[src/core/scis_pkg.sv]
// constants, state codes and helpers shared by the scan interrupt scheduler
// assumes one controller clock and an APB register port
package scis_pkg;

  // ----------------------------------------------------------------
  // register map
  // ----------------------------------------------------------------
  localparam logic [7:0] ADDR_CONFIG    = 8'h00;
  localparam logic [7:0] ADDR_DISABLE   = 8'h04;
  localparam logic [7:0] ADDR_FFILE     = 8'h08;
  localparam logic [7:0] ADDR_PENDING   = 8'h0C;
  localparam logic [7:0] ADDR_STATUS    = 8'h10;
  localparam logic [7:0] ADDR_IRQ_STAT  = 8'h14;
  localparam logic [7:0] ADDR_IRQ_CLEAR = 8'h18;
  localparam logic [7:0] ADDR_IRQ_EN    = 8'h1C;
  localparam logic [7:0] ADDR_ARITH     = 8'h20;

  // ----------------------------------------------------------------
  // reset values and field layout
  // ----------------------------------------------------------------
  localparam logic [15:0] CONFIG_RESET  = 16'h0000;
  localparam logic [15:0] DISABLE_RESET = 16'h0000;
  localparam logic [15:0] DISABLE_USED  = 16'h7FFF;
  localparam logic [7:0]  FFILE_RESET   = 8'h00;
  localparam logic [7:0]  FFILE_MIN     = 8'h03;
  localparam logic [2:0]  IRQ_EN_RESET  = 3'h0;
  localparam int          NSRC          = 16;
  localparam int          IRQ_W         = 3;
  localparam int          IRQ_DISPATCH  = 0;
  localparam int          IRQ_HALT      = 1;
  localparam int          IRQ_SHUTDOWN  = 2;
  localparam int          CTX_W         = 28;

  // fault classes on the fault port
  localparam logic [1:0] CLASS_RECOV   = 2'h0;
  localparam logic [1:0] CLASS_NONREC  = 2'h1;
  localparam logic [1:0] CLASS_NONUSER = 2'h2;

  typedef enum logic [1:0] {
    ST_NORMAL  = 2'b00,
    ST_HANDLER = 2'b01,
    ST_POP     = 2'b10
  } scis_state_type;

  // ----------------------------------------------------------------
  // disable mask bit of a source given by its priority level
  // ----------------------------------------------------------------
  function automatic logic [3:0] scis_mask_bit(input logic [3:0] pri);
    logic [3:0] b;
    b = (pri < 4'h8) ? 4'(4'h7 - pri) : 4'(5'h16 - {1'b0, pri});
    return b;
  endfunction

endpackage

[src/core/scis_scheduler.sv]
// scan interrupt scheduler: pending, priority, nesting and fault handling
// assumes sources pulse for one cycle and the executor reports rung starts
//
// How it works
// - sixteen sources: user fault, eight events, six counters, one timed.
// - only configured and enabled sources are dispatched to a handler.
// - service only at a rung start, during end of scan, or when a handler returns.
// - requests of disabled sources still become pending at next opportunity.
// - dispatch saves the interrupted point, starts at rung 0, resumes there.
// - all pending requests run back to back, highest priority first.
// - a higher request preempts a running lower handler, which then finishes.
// - a lower pending request waits, then runs before normal execution resumes.
// - fixed order fault, ev0, ev1, ctr0, ev2, ev3, ctr1, timed, ev4 ...
// - user faults start the fault handler; non-user faults halt instead.
// - arithmetic flags saved on fault handler entry, restored on exit.
// - fault handler file comes from the selector register, range 3 to 255.
// - a recoverable fault cleared by the handler avoids shutdown.
// - disable mask bits follow the fixed per-source layout, bits 0 to 14.
//
// Added by the designer: the placing of the registers and the APB slave port.
`timescale 1ns/1ps
module scis_scheduler (
  input  wire logic        pclk,
  input  wire logic        presetn,
  input  wire logic [7:0]  paddr,
  input  wire logic        psel,
  input  wire logic        penable,
  input  wire logic        pwrite,
  input  wire logic [31:0] pwdata,
  output logic [31:0]      prdata,
  output logic             pready,
  output logic             pslverr,
  output logic             irq,
  input  wire logic        fault_req,
  input  wire logic [1:0]  fault_class,
  input  wire logic        fault_clear,
  input  wire logic [15:0] arith_flags,
  input  wire logic [7:0]  event_input_interrupt,
  input  wire logic [5:0]  fast_counter_interrupt,
  input  wire logic        periodic_timed_interrupt,
  input  wire logic        rung_start,
  input  wire logic        end_of_scan,
  input  wire logic        handler_done,
  input  wire logic [7:0]  cur_file,
  input  wire logic [15:0] cur_rung,
  output logic             jump,
  output logic             jump_resume,
  output logic [3:0]       jump_src,
  output logic [7:0]       jump_file,
  output logic [15:0]      jump_rung,
  output logic             arith_restore,
  output logic [15:0]      arith_value,
  output logic             halted,
  output logic             shutdown,
  output logic             major_fault
);

  // ----------------------------------------------------------------
  // state
  // ----------------------------------------------------------------
  typedef struct packed {
    scis_pkg::scis_state_type st;
    logic [15:0]              arrived;
    logic [15:0]              pending;
    logic [15:0]              cfg;
    logic [15:0]              dis;
    logic [7:0]               ffile;
    logic [4:0]               sp;
    logic [3:0]               cur_pri;
    logic [31:0]              rdata;
    logic [2:0]               irq_st;
    logic [2:0]               irq_en;
    logic [15:0]              saved;
    logic                     major;
    logic                     recov;
    logic                     halted;
    logic                     shutdown;
    logic                     jump;
    logic                     resume;
    logic [3:0]               jsrc;
    logic [7:0]               jfile;
    logic [15:0]              jrung;
    logic                     arest;
    logic [15:0]              aval;
  } scis_regs_type;

  scis_regs_type s;
  scis_regs_type next_s;

  logic [15:0]                 req;
  logic [15:0]                 en;
  logic [15:0]                 cand;
  logic                        win_valid;
  logic [3:0]                  win;
  logic                        opp;
  logic                        svc;
  logic                        push;
  logic [scis_pkg::CTX_W-1:0]  push_data;
  logic [scis_pkg::CTX_W-1:0]  top;
  logic                        wr;
  logic                        rd;
  logic [2:0]                  irq_ev;

  // ----------------------------------------------------------------
  // sources in priority order, bit 0 highest
  // ----------------------------------------------------------------
  assign req = {fast_counter_interrupt[5], event_input_interrupt[7],
                fast_counter_interrupt[4], event_input_interrupt[6],
                fast_counter_interrupt[3], event_input_interrupt[5],
                fast_counter_interrupt[2], event_input_interrupt[4],
                periodic_timed_interrupt, fast_counter_interrupt[1],
                event_input_interrupt[3], event_input_interrupt[2],
                fast_counter_interrupt[0], event_input_interrupt[1],
                event_input_interrupt[0],
                fault_req && (fault_class != scis_pkg::CLASS_NONUSER)};

  assign opp = rung_start || end_of_scan;
  assign svc = opp || (s.st == scis_pkg::ST_POP);

  always_comb begin
    en    = '0;
    en[0] = s.cfg[0] && (s.ffile >= scis_pkg::FFILE_MIN);
    for (int i = 1; i < scis_pkg::NSRC; i++) begin
      en[i] = s.cfg[i] && !s.dis[scis_pkg::scis_mask_bit(4'(i))];
    end
  end

  // pending requests plus those caught since the last opportunity
  assign cand = (s.pending | (opp ? s.arrived : 16'h0000)) & en;

  scis_prio_enc #(
    .N (scis_pkg::NSRC)
  ) u_pick (
    .req   (cand),
    .valid (win_valid),
    .idx   (win)
  );

  scis_ctx_stack #(
    .W     (scis_pkg::CTX_W),
    .DEPTH (scis_pkg::NSRC)
  ) u_stack (
    .pclk    (pclk),
    .presetn (presetn),
    .wr_en   (push),
    .wr_addr (s.sp[3:0]),
    .wr_data (push_data),
    .rd_addr (4'(s.sp - 5'h01)),
    .rd_data (top)
  );

  assign wr = psel && penable && pwrite;
  assign rd = psel && !penable && !pwrite;

  // ----------------------------------------------------------------
  // next state
  // ----------------------------------------------------------------
  always_comb begin
    next_s        = s;
    next_s.jump   = 1'b0;
    next_s.arest  = 1'b0;
    next_s.resume = 1'b0;
    push          = 1'b0;
    push_data     = {s.cur_pri, cur_file, cur_rung};
    irq_ev        = '0;
    // requests latch now and turn pending at the next opportunity
    next_s.arrived = (opp ? 16'h0000 : s.arrived) | req;
    next_s.pending = s.pending | (opp ? s.arrived : 16'h0000);
    // clear first, so a fault in the same cycle wins
    if (fault_clear && s.recov) begin
      next_s.major = 1'b0;
    end
    if (fault_req && fault_class == scis_pkg::CLASS_NONUSER) begin
      next_s.halted    = 1'b1;
      irq_ev[scis_pkg::IRQ_HALT] = 1'b1;
    end else if (fault_req) begin
      next_s.major = 1'b1;
      next_s.recov = (fault_class == scis_pkg::CLASS_RECOV);
    end
    unique case (s.st)
      scis_pkg::ST_NORMAL, scis_pkg::ST_HANDLER: begin
        if (opp && win_valid && !s.halted && !s.shutdown &&
            (s.sp == 5'h00 || win < s.cur_pri)) begin
          push        = 1'b1;
          next_s.sp   = s.sp + 5'h01;
          next_s.jump = 1'b1;
          next_s.st   = scis_pkg::ST_HANDLER;
        end else if (handler_done && s.st == scis_pkg::ST_HANDLER) begin
          if (s.cur_pri == 4'h0) begin
            next_s.arest = 1'b1;
            next_s.aval  = s.saved;
            if (s.major) begin
              next_s.shutdown = 1'b1;
              irq_ev[scis_pkg::IRQ_SHUTDOWN] = 1'b1;
            end
          end
          next_s.st = scis_pkg::ST_POP;
        end
      end
      scis_pkg::ST_POP: begin
        if (win_valid && !s.halted && !s.shutdown &&
            (s.sp == 5'h01 || win < top[27:24])) begin
          next_s.jump = 1'b1;
          next_s.st   = scis_pkg::ST_HANDLER;
        end else begin
          next_s.sp      = s.sp - 5'h01;
          next_s.cur_pri = top[27:24];
          next_s.jump    = 1'b1;
          next_s.resume  = 1'b1;
          next_s.jsrc    = top[27:24];
          next_s.jfile   = top[23:16];
          next_s.jrung   = top[15:0];
          next_s.st      = (s.sp == 5'h01) ? scis_pkg::ST_NORMAL : scis_pkg::ST_HANDLER;
        end
      end
      default: begin
        next_s.st = scis_pkg::ST_NORMAL;
      end
    endcase
    if (next_s.jump && !next_s.resume) begin
      next_s.cur_pri = win;
      next_s.jsrc    = win;
      next_s.jfile   = (win == 4'h0) ? s.ffile : 8'h00;
      next_s.jrung   = 16'h0000;
      next_s.pending = next_s.pending & ~(16'h0001 << win);
      irq_ev[scis_pkg::IRQ_DISPATCH] = 1'b1;
      if (win == 4'h0) begin
        next_s.saved = arith_flags;
      end
    end
    // ------------------------------------------------------------
    // register port
    // ------------------------------------------------------------
    if (wr) begin
      unique case (paddr)
        scis_pkg::ADDR_CONFIG:  next_s.cfg    = pwdata[15:0];
        scis_pkg::ADDR_DISABLE: next_s.dis    = pwdata[15:0] & scis_pkg::DISABLE_USED;
        scis_pkg::ADDR_FFILE:   next_s.ffile  = pwdata[7:0];
        scis_pkg::ADDR_IRQ_EN:  next_s.irq_en = pwdata[2:0];
        default: ;
      endcase
    end
    next_s.irq_st = irq_ev | (s.irq_st &
                    ~((wr && paddr == scis_pkg::ADDR_IRQ_CLEAR) ? pwdata[2:0] : 3'h0));
    if (rd) begin
      unique case (paddr)
        scis_pkg::ADDR_CONFIG:   next_s.rdata = {16'h0000, s.cfg};
        scis_pkg::ADDR_DISABLE:  next_s.rdata = {16'h0000, s.dis};
        scis_pkg::ADDR_FFILE:    next_s.rdata = {24'h00_0000, s.ffile};
        scis_pkg::ADDR_PENDING:  next_s.rdata = {16'h0000, s.pending};
        scis_pkg::ADDR_STATUS:   next_s.rdata = {12'h000, s.halted, s.shutdown, s.major,
                                                 s.recov, 2'h0, s.st, 3'h0, s.sp,
                                                 s.cur_pri};
        scis_pkg::ADDR_IRQ_STAT: next_s.rdata = {29'h0000_0000, s.irq_st};
        scis_pkg::ADDR_IRQ_EN:   next_s.rdata = {29'h0000_0000, s.irq_en};
        scis_pkg::ADDR_ARITH:    next_s.rdata = {16'h0000, s.saved};
        default:                 next_s.rdata = 32'h0000_0000;
      endcase
    end
  end

  always_ff @(posedge pclk or negedge presetn) begin
    if (!presetn) begin
      s        <= '0;
      s.st     <= scis_pkg::ST_NORMAL;
      s.cfg    <= scis_pkg::CONFIG_RESET;
      s.dis    <= scis_pkg::DISABLE_RESET;
      s.ffile  <= scis_pkg::FFILE_RESET;
      s.irq_en <= scis_pkg::IRQ_EN_RESET;
    end else begin
      s <= next_s;
    end
  end

  // ----------------------------------------------------------------
  // outputs
  // ----------------------------------------------------------------
  assign pready        = 1'b1;
  assign pslverr       = psel && penable && !(paddr inside {scis_pkg::ADDR_CONFIG,
                         scis_pkg::ADDR_DISABLE, scis_pkg::ADDR_FFILE,
                         scis_pkg::ADDR_PENDING, scis_pkg::ADDR_STATUS,
                         scis_pkg::ADDR_IRQ_STAT, scis_pkg::ADDR_IRQ_CLEAR,
                         scis_pkg::ADDR_IRQ_EN, scis_pkg::ADDR_ARITH});
  assign prdata        = s.rdata;
  assign irq           = |(s.irq_st & s.irq_en);
  assign jump          = s.jump;
  assign jump_resume   = s.resume;
  assign jump_src      = s.jsrc;
  assign jump_file     = s.jfile;
  assign jump_rung     = s.jrung;
  assign arith_restore = s.arest;
  assign arith_value   = s.aval;
  assign halted        = s.halted;
  assign shutdown      = s.shutdown;
  assign major_fault   = s.major;
endmodule

[src/core/scis_prio_enc.sv]
// fixed priority picker, bit 0 is the highest level
// assumes requests are already gated by configuration and enable
`timescale 1ns/1ps
module scis_prio_enc #(
  parameter int N = 16
) (
  input  wire logic [N-1:0]         req,
  output logic                      valid,
  output logic [$clog2(N)-1:0]      idx
);

  always_comb begin
    valid = 1'b0;
    idx   = '0;
    for (int i = N - 1; i >= 0; i--) begin
      if (req[i]) begin
        valid = 1'b1;
        idx   = ($clog2(N))'(i);
      end
    end
  end

endmodule

[src/core/scis_ctx_stack.sv]
// memory of suspended contexts, registered read port
// assumes write and read addresses are managed by the scheduler
`timescale 1ns/1ps
module scis_ctx_stack #(
  parameter int W     = 28,
  parameter int DEPTH = 16
) (
  input  wire logic                     pclk,
  input  wire logic                     presetn,
  input  wire logic                     wr_en,
  input  wire logic [$clog2(DEPTH)-1:0] wr_addr,
  input  wire logic [W-1:0]             wr_data,
  input  wire logic [$clog2(DEPTH)-1:0] rd_addr,
  output logic [W-1:0]                  rd_data
);

  logic [W-1:0] mem [DEPTH];

  always_ff @(posedge pclk) begin
    if (wr_en) begin
      mem[wr_addr] <= wr_data;
    end
  end

  always_ff @(posedge pclk or negedge presetn) begin
    if (!presetn) begin
      rd_data <= '0;
    end else begin
      rd_data <= mem[rd_addr];
    end
  end

endmodule

[config.mk]
export PLATFORM = sky130hd
export DESIGN_NAME = scis_scheduler
export DESIGN_NICKNAME = d
export VERILOG_FILES = /design/src/core/scis_pkg.sv /design/src/core/scis_scheduler.sv /design/src/core/scis_prio_enc.sv /design/src/core/scis_ctx_stack.sv
export SDC_FILE = /design/constraint.sdc
export NUM_CORES = 1
export LEC_CHECK = 0
export BUFFER_PORTS_ARGS = -buffer_cell sky130_fd_sc_hd__buf_2
export CAP_MARGIN = 20
export CELL_PAD_IN_SITES_DETAIL_PLACEMENT = 0
export CELL_PAD_IN_SITES_GLOBAL_PLACEMENT = 1
export CORE_MARGIN = 2
export CORE_UTILIZATION = 45
export DETAILED_ROUTE_END_ITERATION = 12
export PLACE_DENSITY_LB_ADDON = 0.1
export SETUP_SLACK_MARGIN = 0.3
export SKIP_CTS_REPAIR_TIMING = 1
export SLEW_MARGIN = 20
export SYNTH_ARGS = -nofsm -noshare
export SYNTH_HDL_FRONTEND = slang
export SYNTH_SLANG_ARGS = --single-unit
[constraint.sdc]
create_clock -name pclk -period 5.5 [get_ports pclk]
set_input_delay 1.1 -clock pclk [delete_from_list [all_inputs] [get_ports pclk]]
set_output_delay 1.1 -clock pclk [all_outputs]
set_load 0.02 [all_outputs]
==> results.txt, run 1 <==
----------------------------------------------------
[Status]
  Run status ... complete, no violations

[Global routing]
  Wire length of the first global-routing pass ... 96.7 mm
  Overall global routing resource usage ... 21.9%
  Pin count of the biggest net entering global routing ... 122
  GRT overflow ... 0
  Number of antenna violations at the first check in global routing ... 5
  Via count of the first global-routing pass ... 14,651

[Timing]
  Max Transition Viols Final ... 0
  Final Hold Slack ... 465 ps
  Final critical-path setup slack ... 623 ps
  Final period utilization ... 88.7%
  Post-Route Setup TNS ... 0 ps
  Final setup skew ... 18.1 ps
  Hold violation total from the final report ... 0
  Minimum clock period ... 4880 ps
  Transition time of the tightest slew-check pin ... 1120 ps
  RSZ-0062 raised after global routing ... no
  Maximum clock frequency ... 205 MHz
  Final-report setup violation count ... 0
  Headroom to the max-slew limit ... 25.4%

[Critical path]
  Worst path arrival time ... 5130 ps
  Worst setup EP type ... flop
  Worst EP required ... 5750 ps
  Setup CP Type ... input pin to flop
  Capture instance of the worst register-to-register path ... u_stack.mem[7][25]$_DFFE_PP_
  Max FO, Critical Path ... 18
  R2r setup slk ... 970 ps
  Reg2Reg Launch Point ... s[165]$_DFF_PN0_
  Number of cell instances on the worst register-to-register path ... 16
  Startpoint Class ... input pin

[Clock tree]
  Clock Path Buffers ... 3
  Clock input transition at the sequential cells of the worst setup and hold paths ... 60 ps
  CTS H-tree lvls ... 3
  Total CTS buffers ... 70
  Clock latency on the worst-skew pair ... 600 ps
  Root Driver ... clkbuf_16
  TritonCTS clock tree ... yes
  Sink count of the clock tree ... 651

[Cells and area]
  Growth of design area from synthesis to finish ... 15.9%
  Count of non-filler cells in the finished layout ... 2,439
  Fill cell total of the finished layout ... 4,671
  Final nets ... 1,732
  Total area of multi-input combinational cells ... 7220 um2
  FF+latch area ... 18,500 um2
  Most frequent standard cell in the layout excluding fill and tap cells ... edfxtp_1
  Leading cell types in the layout, fill and taps excluded ... edfxtp_1, dfrtp_1, buf_2
  Share of post-route cells with drive strength above 1 ... 35.4%
  Cell area after layout ... 30,600 um2

[Worst hold path]
  Class of the worst hold path ... flop to flop
  Instance count along the most critical hold path ... 1
  Origin of the worst min-delay path ... u_stack.rd_data[3]$_DFF_PN0_
  Hold endpoint ... jump_rung[3]$_DFFE_PN0P_

[Synthesis]
  Netlist cell types ... 72
  Arithmetic-cell share of the synthesized area counting full adders, half adders and majority gates ... 0.475%
  Combinational family with the most area after synthesis ... multiplexers
  Async set-or-reset flop fraction in the synthesized netlist ... 31.2%
  Count of flip-flops with a built-in enable after synthesis ... 448
  Post-Synth Simple-Gate Area ... 4.10%
  Multiplexer share of the synthesized area ... 15.4%
  Part of the Yosys area used for sequential elements ... 70.3%
  Mapped Area ... 26,400 um2
  Cell type contributing the most total cell area after synthesis ... edfxtp_1
  Post-synthesis area per instance ... 18.2 um2
  Count of state elements after synthesis ... 651
  Leading register cell type out of synthesis ... edfxtp_1
  Warnings, synthesis ... 0
  Synth top area cells ... edfxtp_1, dfrtp_1, mux4_2
  Area fraction in compound gates after synthesis ... 5.94%
  Cells after Synth ... 1,447
  Synth top area share ... 51.0%
  Xor-xnor portion of the synthesized cell area ... 0.199%

[Detailed routing]
  Post-route ant nets ... 0
  Aggregate routed wire length ... 65.0 mm
  Number of vias per cell after detailed routing ... 5.70
  Sum of routed wire segments on met1 ... 26.7 mm
  Pre-antenna DRT Iters ... 7
  Highest Signal Layer ... met5
  Average wire per cell in the routed design ... 26.6 um
  Number of remaining DRC errors ... 0
  Vias ... 13,913
  Met3 wire length ... 2.79 mm
  Initial DRC count ... 1,219
  WL met2 ... 33.7 mm

[Pwr]
  Internal power ... 10.1 mW
  Clock network power share ... 32.0%
  Logic gate share of total power ... 26.2%
  Sw power ... 4.01 mW
  Pleak ... 11.3 nW
  Switching share of power ... 28.4%
  Worst IR Drop VDD ... 484 uV
  Power density relative to cell area ... 463 nW/um2
  Sequential share of power ... 41.8%

[Die]
  Placeable Area ... 57,800 um2
  Die Footprint ... 60,500 um2
  Floorplan die height ... 246 um
  Die width ... 246 um
  Effective utilization at floorplan ... 45.6%
  Ports ... 192
  Placement row count ... 88

[Placement]
  Final HPWL from detailed placement ... 41.0 mm
  DP Cell Count ... 2,308
  Placed cell area ... 28,300 um2
  Count of port buffers added during placement ... 162
  Final weighted congestion in routability-driven placement ... 0.883
  Place WS ... 79.2 ps

[Flow run]
  Count of max-cap constraint violations ... 0

----------------------------------------------------
## worst max-delay path by stage
stage / start / end / slack [ps] / depth (start not counted)
4_1_cts: end_of_scan / u_stack.mem[7][23]$_DFFE_PP_ / 660 / 17
3_5_place_dp: end_of_scan / u_stack.mem[7][3]$_DFFE_PP_ / 80 / 17
3_3_place_gp: end_of_scan / u_stack.mem[7][3]$_DFFE_PP_ / 100 / 17
6_report: rung_start / u_stack.mem[7][25]$_DFFE_PP_ / 620 / 17
2_1_floorplan: end_of_scan / u_stack.mem[8][0]$_DFFE_PP_ / 250 / 16
5_1_grt: end_of_scan / s[66]$_DFFE_PN0P_ / 440 / 16
## power by group through the flow
stage / combinational (mW) / sequential [mW] / clock (mW)
3_3_place_gp: 3.79 / 6.00 / 0
6_report: 3.70 / 5.91 / 4.53
2_1_floorplan: 2.87 / 5.87 / 0
5_1_grt: 3.97 / 5.94 / 4.82
3_5_place_dp: 3.80 / 6.01 / 0
4_1_cts: 3.80 / 5.92 / 4.65
## critical path, stage by stage
cell and delay (ps):
buf_2 320, nor3_1 80, nor4b_1 700, o31ai_1 200, buf_4 190, a211oi_4 260
ha_1 270, o21a_1 160, o21a_1 160, o22a_1 190, o31a_1 140, a2111oi_4 220
and2_1 230, buf_12 160, nand2_4 110, nor3b_4 200, buf_4 380
## layout make-up
class,count,share of cell area (%)
clock inverter,35,0.774
antenna,2,0.0164
clock buffer,94,6.50
timing repair buffer,228,5.13
multi-input combinational,649,23.6
inverter,15,0.184
sequential,651,60.6
tap,765,3.13
## cell families after synthesis
| kind of cell | after synthesis |
|---|---|
| compound gates | 201 |
| fa+ha+maj | 10 |
| flops | 651 |
| xor+xnor | 6 |
| mux | 217 |
| other cells | 2 |
| buf+inv | 158 |
| simple gates | 202 |
## layer usage
| metal | global-route usage, % | vias up |
|---|---|---|
| met5 | 0 | - |
| li1 | - | 6040 |
| met2 | 38.1 | 345 |
| met3 | 3.28 | 103 |
| met4 | 7.75 | 4 |
| met1 | 28.1 | 7421 |
## flip-flops by register name, indices dropped and copies added, names as in the netlist
name and flops:
s 101, prdata 20, u_stack.rd_data 28, shutdown 1
jump_file 8, push_data 4, u_stack.mem 448, jump 1
arith_value 16, jump_rung 16, major_fault 1, halted 1
jump_src 4, arith_restore 1, jump_resume 1
## per-stage QoR
step | util (%) | power, mW
6_report | 52.9 | 14.1
5_1_grt | 52.9 | 14.7
4_1_cts | 52.9 | 14.4
3_5_place_dp | 49.0 | 9.81
3_3_place_gp | 49.0 | 9.79
2_1_floorplan | - | 8.74
## synth_stat cells (all sizes together), types with 9 or more instances
cell,instances
a221o,11
mux2,74
edfxtp,448
a31oi,9
nor2b,11
dfrtp,203
ha,10
nand3,15
nand3b,12
nor2,47
o21ai,18
clkbuf,51
o21a,11
nand2,50
a21oi,30
inv,14
nor3b,9
a21o,18
a22o,37
a22oi,20
mux4,140
nor3,20
buf,92
Note: power is estimated with default switching activity, not from simulation.
==> inputs of run 2 (changes only) <==
- CORE_ASPECT_RATIO: unset -> 1.25
==> run 2 against run 1 <==
  * Clock skew rose by 2.1 ps
  * Total power barely moved
  * Wire length fell by 1.5%
  * Sequential share of layout area fell by 0.48 points
  * Register-to-register slack improved by 210 ps
  * Die area barely moved
  * Critical path type unchanged
  * Largest cell class unchanged
  * Non-clock buffer count rose by 7
  * Via count fell by 0.66%
  * Core utilization barely moved
  * Largest power group unchanged
  * Highest routed layer unchanged
  * Setup slack improved by 46 ps
  * Combinational power barely moved
  * Worst hold slack got worse by 3.2 ps
  * Critical endpoint is now u_stack.mem[11][18]$_DFFE_PP_
==> results.txt, run 2 (synthesized netlist as in run 1, its figures left out) <==
----------------------------------------------------
[Die]
  Effective utilization at floorplan ... 45.3% (-0.32 points)
  Die Footprint ... 60,600 um2 (about the same)
  Floorplan die height ... 275 um (+12%)
  Die width ... 221 um (-10%)
  Placement row count ... 99 (+13%)
  Placeable Area ... 58,200 um2 (+0.71%)
  Ports ... 192 (unchanged)

[Critical path]
  Startpoint Class ... input pin
  Worst path arrival time ... 5120 ps (about the same)
  Max FO, Critical Path ... 14 (-4)
  Cells traversed along the worst timing path ... buf_2, buf_4, o21a_1, o21ai_0, nand2_1, nor2_1, a211oi_4, ha_1, o21a_1, o21a_1, o22a_1, o31a_1, a2111oi_4, and2_1, buf_12, nand2_4, nor3b_4, buf_12
  Setup CP Type ... input pin to flop
  Standard cell with the maximum stage delay on the critical path ... o21ai_0
  Worst setup EP type ... flop
  Most frequent CP cell ... o21a_1
  Stage delay of the slowest cell on the critical path ... 520 ps (-180 ps)
  Worst EP required ... 5790 ps (+40 ps)

[Cells and area]
  Most frequent standard cell in the layout excluding fill and tap cells ... edfxtp_1
  Share of post-route cells with drive strength above 1 ... 35.9% (+0.50 points)
  Final nets ... 1,737 (+0.29%)
  Count of non-filler cells in the finished layout ... 2,432 (-0.29%)
  Number of flip-flops in the largest register ... 448 (unchanged)
  Growth of design area from synthesis to finish ... 16.8%
  Leading cell types in the layout, fill and taps excluded ... edfxtp_1, dfrtp_1, buf_2
  Cell area after layout ... 30,800 um2 (+0.80%)
  Largest registers in the final layout ... u_stack.mem: 448 flops, s: 101 flops, u_stack.rd_data: 28 flops
  Fill cell total of the finished layout ... 4,765 (+2.0%)
  Register bank with the most flops ... u_stack.mem
  Core utilization of the finished layout ... 52.9% (about the same)

[Detailed routing]
  Vias ... 13,821 (-0.66%)
  Initial DRC count ... 1,083 (-11%)
  Number of remaining DRC errors ... 0 (unchanged)
  Number of vias per cell after detailed routing ... 5.68 (-0.38%)
  Post-route ant nets ... 0 (unchanged)
  Pre-antenna DRT Iters ... 6 (-1)
  Average wire per cell in the routed design ... 26.3 um (-1.2%)
  Aggregate routed wire length ... 64.0 mm (-1.5%)

[Pwr]
  Pleak ... 11.4 nW (+0.77%)
  Power after layout ... 14.1 mW (about the same)
  Sw power ... 3.96 mW (-1.3%)
  Switching share of power ... 28.0% (-0.39 points)
  Worst IR Drop VDD ... 294 uV (-39%)
  Sequential share of power ... 41.8% (about the same)
  Clock network power share ... 32.2% (+0.2 points)
  Logic gate share of total power ... 26.0% (-0.2 points)
  Internal power ... 10.2 mW (+0.61%)
  Power density relative to cell area ... 459 nW/um2 (-0.73%)

[Clock tree]
  Root Driver ... clkbuf_16
  TritonCTS clock tree ... yes
  Clock Path Buffers ... 3 (unchanged)
  Total CTS buffers ... 68 (-2.9%)
  Clock input transition at the sequential cells of the worst setup and hold paths ... 60 ps (about the same)
  CTS H-tree lvls ... 3 (unchanged)
  Clock latency on the worst-skew pair ... 600 ps (about the same)
  Sink count of the clock tree ... 651 (unchanged)

[Global routing]
  Met3 GRT Util ... 2.92% (-0.36 points)
  Number of antenna violations at the first check in global routing ... 2 (-3)
  Via count of the first global-routing pass ... 14,470 (-1.2%)
  Met2 Usage GRT ... 37.4% (-0.79 points)
  GRT overflow ... 0 (unchanged)
  Pin count of the biggest net entering global routing ... 119 (-2.5%)
  Overall global routing resource usage ... 21.5% (-0.49 points)
  Met1 routing resource usage after global routing ... 27.3% (-0.74 points)
  Wire length of the first global-routing pass ... 94.3 mm (-2.5%)
  Most used routing layer in global routing ... met2

[Timing]
  Final-report setup violation count ... 0 (unchanged)
  Transition time of the tightest slew-check pin ... 1060 ps (-55.4 ps)
  Max Transition Viols Final ... 0 (unchanged)
  Maximum clock frequency ... 207 MHz (+0.95%)
  Hold violation total from the final report ... 0 (unchanged)
  Final setup skew ... 20.3 ps (+2.13 ps)
  Final period utilization ... 87.8% (-0.83 points)
  Final critical-path setup slack ... 668 ps (+45.9 ps)
  Headroom to the max-slew limit ... 28.6% (+3.2 points)
  RSZ-0062 raised after global routing ... no
  Post-Route Setup TNS ... 0 ps (unchanged)
  Minimum clock period ... 4830 ps (-45.9 ps)
  Final Hold Slack ... 461 ps (-3.25 ps)

[Placement]
  Count of port buffers added during placement ... 162 (unchanged)
  Final weighted congestion in routability-driven placement ... 0.863 (-2.2%)
  Place WS ... 148 ps (+68.6 ps)
  Placed cell area ... 28,600 um2 (+0.90%)
  Final HPWL from detailed placement ... 40.4 mm (-1.4%)
  DP Cell Count ... 2,307 (-0.043%)

[Worst hold path]
  Class of the worst hold path ... flop to flop

[Status]
  Run status ... complete, no violations

[Flow run]
  Count of max-cap constraint violations ... 0 (unchanged)

----------------------------------------------------
[run 2: area by class of cell]
class                           instances  area, um2  area share [%]
Sequential cell                       651      18500            60.2
Multi-Input combinational cell        649       7230            23.5
Timing Repair Buffer                  235       1820            5.91
Antenna cell                            1       2.50         0.00812
Tap cell                              757        947            3.07
Clock buffer                           87       1870            6.06
Inverter                               15       56.3           0.183
Clock inverter                         37        349            1.13
[run 2: worst paths after layout]
| kind | from | slack (ps) | to | cells past startpoint |
|---|---|---|---|---|
| max | rung_start | 670 | u_stack.mem[11][18]$_DFFE_PP_ | 18 |
| min | u_stack.rd_data[1]$_DFF_PN0_ | 460 | jump_rung[1]$_DFFE_PN0P_ | 1 |
| max reg2reg | s[163]$_DFF_PN0_ | 1180 | u_stack.mem[11][18]$_DFFE_PP_ | 17 |
| min reg2reg | u_stack.rd_data[1]$_DFF_PN0_ | 460 | jump_rung[1]$_DFFE_PN0P_ | 1 |
| max in group asynchronous | presetn | 3790 | u_stack.rd_data[10]$_DFF_PN0_ | 2 |
| min in group asynchronous | presetn | 540 | prdata[17]$_DFFE_PN0P_ | 1 |
[run 2: power groups by stage]
| stage | Sequential, mW | Combinational, mW | Clock (mW) |
|---|---|---|---|
| after floorplan | 5.87 | 2.87 | 0 |
| after global placement | 6.00 | 3.77 | 0 |
| after detailed placement | 6.01 | 3.77 | 0 |
| after CTS | 5.92 | 3.78 | 4.67 |
| after global routing | 5.95 | 3.97 | 4.86 |
| final | 5.91 | 3.68 | 4.55 |
[run 2: critical path, delay by kind of cell]
family	cells	cell delay, ps
simple gates	5	1200
fa+ha+maj	1	290
buf+inv	4	750
compound gates	8	1730
[run 2: metal layers]
layer,share of wire [%],wire length (um)
met2,53,33700
met3,4.2,2680
met5,0.017,11
met1,40,25600
met4,3.1,1980
==> inputs of run 3 (changes only) <==
- CORE_MARGIN: 2 -> 5
==> run 3 against run 2 <==
  * Non-clock buffer count decreased by 3
  * First-iteration DRC count decreased by 17%
  * Final cell count decreased by 0.12%
  * Via count about the same
  * Clock-buffer cell count increased by 4
  * Clock power increased by 4%
  * Clock skew increased by 7.5 ps
  * Total power increased by 0.82%
  * Die area increased by 5.0%
  * Largest power group unchanged
==> results.txt, run 3 (synthesized netlist as in run 1, its figures left out) <==
----------------------------------------------------
[Detailed routing]
  Number of remaining DRC errors ... 0 (unchanged)
  Aggregate routed wire length ... 64.4 mm (+0.58%)
  Post-route ant nets ... 0 (unchanged)
  Pre-antenna DRT Iters ... 5 (-1)
  Vias ... 13,812 (-0.065%)
  Initial DRC count ... 901 (-17%)
  Average wire per cell in the routed design ... 26.5 um (+0.71%)
  Number of vias per cell after detailed routing ... 5.69 (about the same)

[Timing]
  Final-report setup violation count ... 0 (unchanged)
  Final critical-path setup slack ... 768 ps (+99.1 ps)
  Minimum clock period ... 4730 ps (-99.1 ps)
  Headroom to the max-slew limit ... 37.5% (+8.9 points)
  Final period utilization ... 86.0% (-1.8 points)
  Post-Route Setup TNS ... 0 ps (unchanged)
  Max Transition Viols Final ... 0 (unchanged)
  Final setup skew ... 27.7 ps (+7.49 ps)
  Maximum clock frequency ... 211 MHz (+2.1%)
  RSZ-0062 raised after global routing ... no
  Hold violation total from the final report ... 0 (unchanged)
  Transition time of the tightest slew-check pin ... 935 ps (-125 ps)

[Global routing]
  Via count of the first global-routing pass ... 14,832 (+2.5%)
  Pin count of the biggest net entering global routing ... 97 (-18%)
  Overall global routing resource usage ... 20.5% (-0.90 points)
  GRT overflow ... 0 (unchanged)
  Wire length of the first global-routing pass ... 97.1 mm (+3.0%)
  Number of antenna violations at the first check in global routing ... 1 (-1)

[Critical path]
  Reg2Reg Launch Point ... s[165]$_DFF_PN0_
  Setup CP Type ... input pin to flop
  Worst EP required ... 5770 ps (-20 ps)
  Stage delay of the slowest cell on the critical path ... 400 ps (-120 ps)
  Standard cell with the maximum stage delay on the critical path ... nor4b_1
  Worst setup EP type ... flop
  Top Family by Delay on Critical Path ... simple AND/OR/NAND/NOR gates
  Max FO, Critical Path ... 17 (+3)
  R2r setup slk ... 1170 ps (about the same)
  Critical path buffer and inverter count ... 4 (unchanged)
  Number of cell instances on the worst register-to-register path ... 17 (unchanged)
  Capture instance of the worst register-to-register path ... u_stack.mem[8][3]$_DFFE_PP_
  Worst path arrival time ... 5010 ps (-110 ps)
  Startpoint Class ... input pin
  Cells traversed along the worst timing path ... buf_2, nor3_1, nor4b_1, buf_4, nand4bb_1, nand2b_4, a211oi_4, ha_1, o21a_1, o21a_1, o22a_1, and3_1, nand3_1, and2_1, buf_12, nand2_4, nor3b_4, buf_4

[Pwr]
  Worst IR Drop VDD ... 332 uV (+13%)
  Sw power ... 3.99 mW (+0.85%)
  Clock network power share ... 33.0% (+0.8 points)
  Internal power ... 10.3 mW (+0.81%)
  Sequential share of power ... 42.2% (+0.4 points)
  Pleak ... 11.4 nW (-0.20%)
  Switching share of power ... 28.0% (about the same)
  Logic gate share of total power ... 24.8% (-1.2 points)
  Power density relative to cell area ... 464 nW/um2 (+0.94%)

[Die]
  Placement row count ... 99 (unchanged)
  Effective utilization at floorplan ... 45.3% (unchanged)
  Die Footprint ... 63,600 um2 (+5.0%)
  Ports ... 192 (unchanged)
  Floorplan die height ... 281 um (+2.2%)
  Placeable Area ... 58,200 um2 (unchanged)
  Die width ... 227 um (+2.7%)

[Cells and area]
  Fill cell total of the finished layout ... 4,712 (-1.1%)
  Leading cell types in the layout, fill and taps excluded ... edfxtp_1, dfrtp_1, buf_2
  FF+latch area ... 18,500 um2 (about the same)
  Final nets ... 1,734 (-0.17%)
  Growth of design area from synthesis to finish ... 16.7%
  Count of antenna diodes in the layout ... 0 (-1)
  Share of post-route cells with drive strength above 1 ... 35.9% (+0.043 points)
  Total area of multi-input combinational cells ... 7230 um2 (unchanged)
  Largest registers in the final layout ... u_stack.mem: 448 flops, s: 101 flops, u_stack.rd_data: 28 flops
  Register bank with the most flops ... u_stack.mem
  Most frequent standard cell in the layout excluding fill and tap cells ... edfxtp_1
  Number of flip-flops in the largest register ... 448 (unchanged)

[Placement]
  Place WS ... 182 ps (+34.4 ps)
  Final weighted congestion in routability-driven placement ... 0.884 (+2.4%)
  Final HPWL from detailed placement ... 41.0 mm (+1.5%)
  Count of port buffers added during placement ... 162 (unchanged)

[Status]
  Run status ... complete, no violations

[Clock tree]
  Clock Path Buffers ... 3 (unchanged)
  Clock latency on the worst-skew pair ... 600 ps (about the same)
  Total CTS buffers ... 68 (unchanged)
  Root Driver ... clkbuf_16
  Sink count of the clock tree ... 651 (unchanged)
  TritonCTS clock tree ... yes
  CTS H-tree lvls ... 3 (unchanged)
  Clock input transition at the sequential cells of the worst setup and hold paths ... 60 ps (about the same)

[Flow run]
  Count of max-cap constraint violations ... 0 (unchanged)

[Worst hold path]
  Class of the worst hold path ... input pin to async pin

----------------------------------------------------
run 3: cell count changes in the layout (fill, tap and decap cells not counted), moves of 2 or more:
cell,change
buf_12,-7
clkinv_1,-6
clkbuf_1,+5
buf_4,+4
clkinv_2,-4
clkinvlp_4,+4
bufinv_16,+2
clkbuf_8,-2
run 3: final cells by class:
type / count / area share (%)
Clock buffer: 91 / 6.12
Clock inverter: 34 / 1.33
Inverter: 15 / 0.183
Multi-Input combinational cell: 649 / 23.5
Sequential cell: 651 / 60.2
Tap cell: 757 / 3.08
Timing Repair Buffer: 232 / 5.55
run 3: per-stage QoR:
stage / cells / util (%) / total power, mW / instance area (um2) / hold WS [ps]
after floorplan: 1458 / - / 8.74 / 26600 / 443
after global placement: 2304 / 48.9 / 9.72 / 28500 / 453
after detailed placement: 2304 / 48.9 / 9.75 / 28500 / 452
after CTS: 2429 / 52.9 / 14.5 / 30800 / 466
after global routing: 2429 / 52.9 / 14.9 / 30800 / 491
final: 2429 / 52.9 / 14.3 / 30800 / 466
run 3: worst max-delay path by stage:
| stage | from | endpoint | slack, ps | cells after the start |
|---|---|---|---|---|
| after floorplan | end_of_scan | u_stack.mem[8][0]$_DFFE_PP_ | 250 | 16 |
| after CTS | end_of_scan | u_stack.mem[10][2]$_DFFE_PP_ | 770 | 18 |
| after global routing | end_of_scan | u_stack.mem[5][17]$_DFFE_PP_ | 560 | 18 |
| after detailed placement | end_of_scan | u_stack.mem[10][22]$_DFFE_PP_ | 180 | 18 |
| final | end_of_scan | u_stack.mem[8][3]$_DFFE_PP_ | 770 | 18 |
| after global placement | end_of_scan | u_stack.mem[11][8]$_DFFE_PP_ | 180 | 18 |
run 3: layer usage:
layer  share of wire [%]  wire (um)  up-vias  track usage (%)
met4                 2.6       1690        2             6.63
met5               0.031         20        -                0
met2                  53      34000      331             35.9
li1                    -          -     6054                -
met1                  40      26000     7338             26.6
met3                 4.3       2740       87             3.10
run 3: worst register-to-register path, stage by stage (launching register included):
cell and delay (ps):
dfrtp_1 430, nor3_1 210, nor4b_1 100, buf_4 150, or4_4 440, nand2b_4 170
a211oi_4 390, ha_1 300, o21a_1 100, o21a_1 160, o22a_1 190, and3_1 180
nand3_1 190, and2_1 220, buf_12 160, nand2_4 110, nor3b_4 260, buf_4 260
run 3: power groups by stage:
stage / Clock (mW) / Sequential, mW / Combinational [mW]
floorplan: 0 / 5.87 / 2.87
global placement: 0 / 6.10 / 3.62
detailed placement: 0 / 6.12 / 3.63
CTS: 4.83 / 6.02 / 3.64
global route: 5.04 / 6.06 / 3.82
finish: 4.71 / 6.02 / 3.54
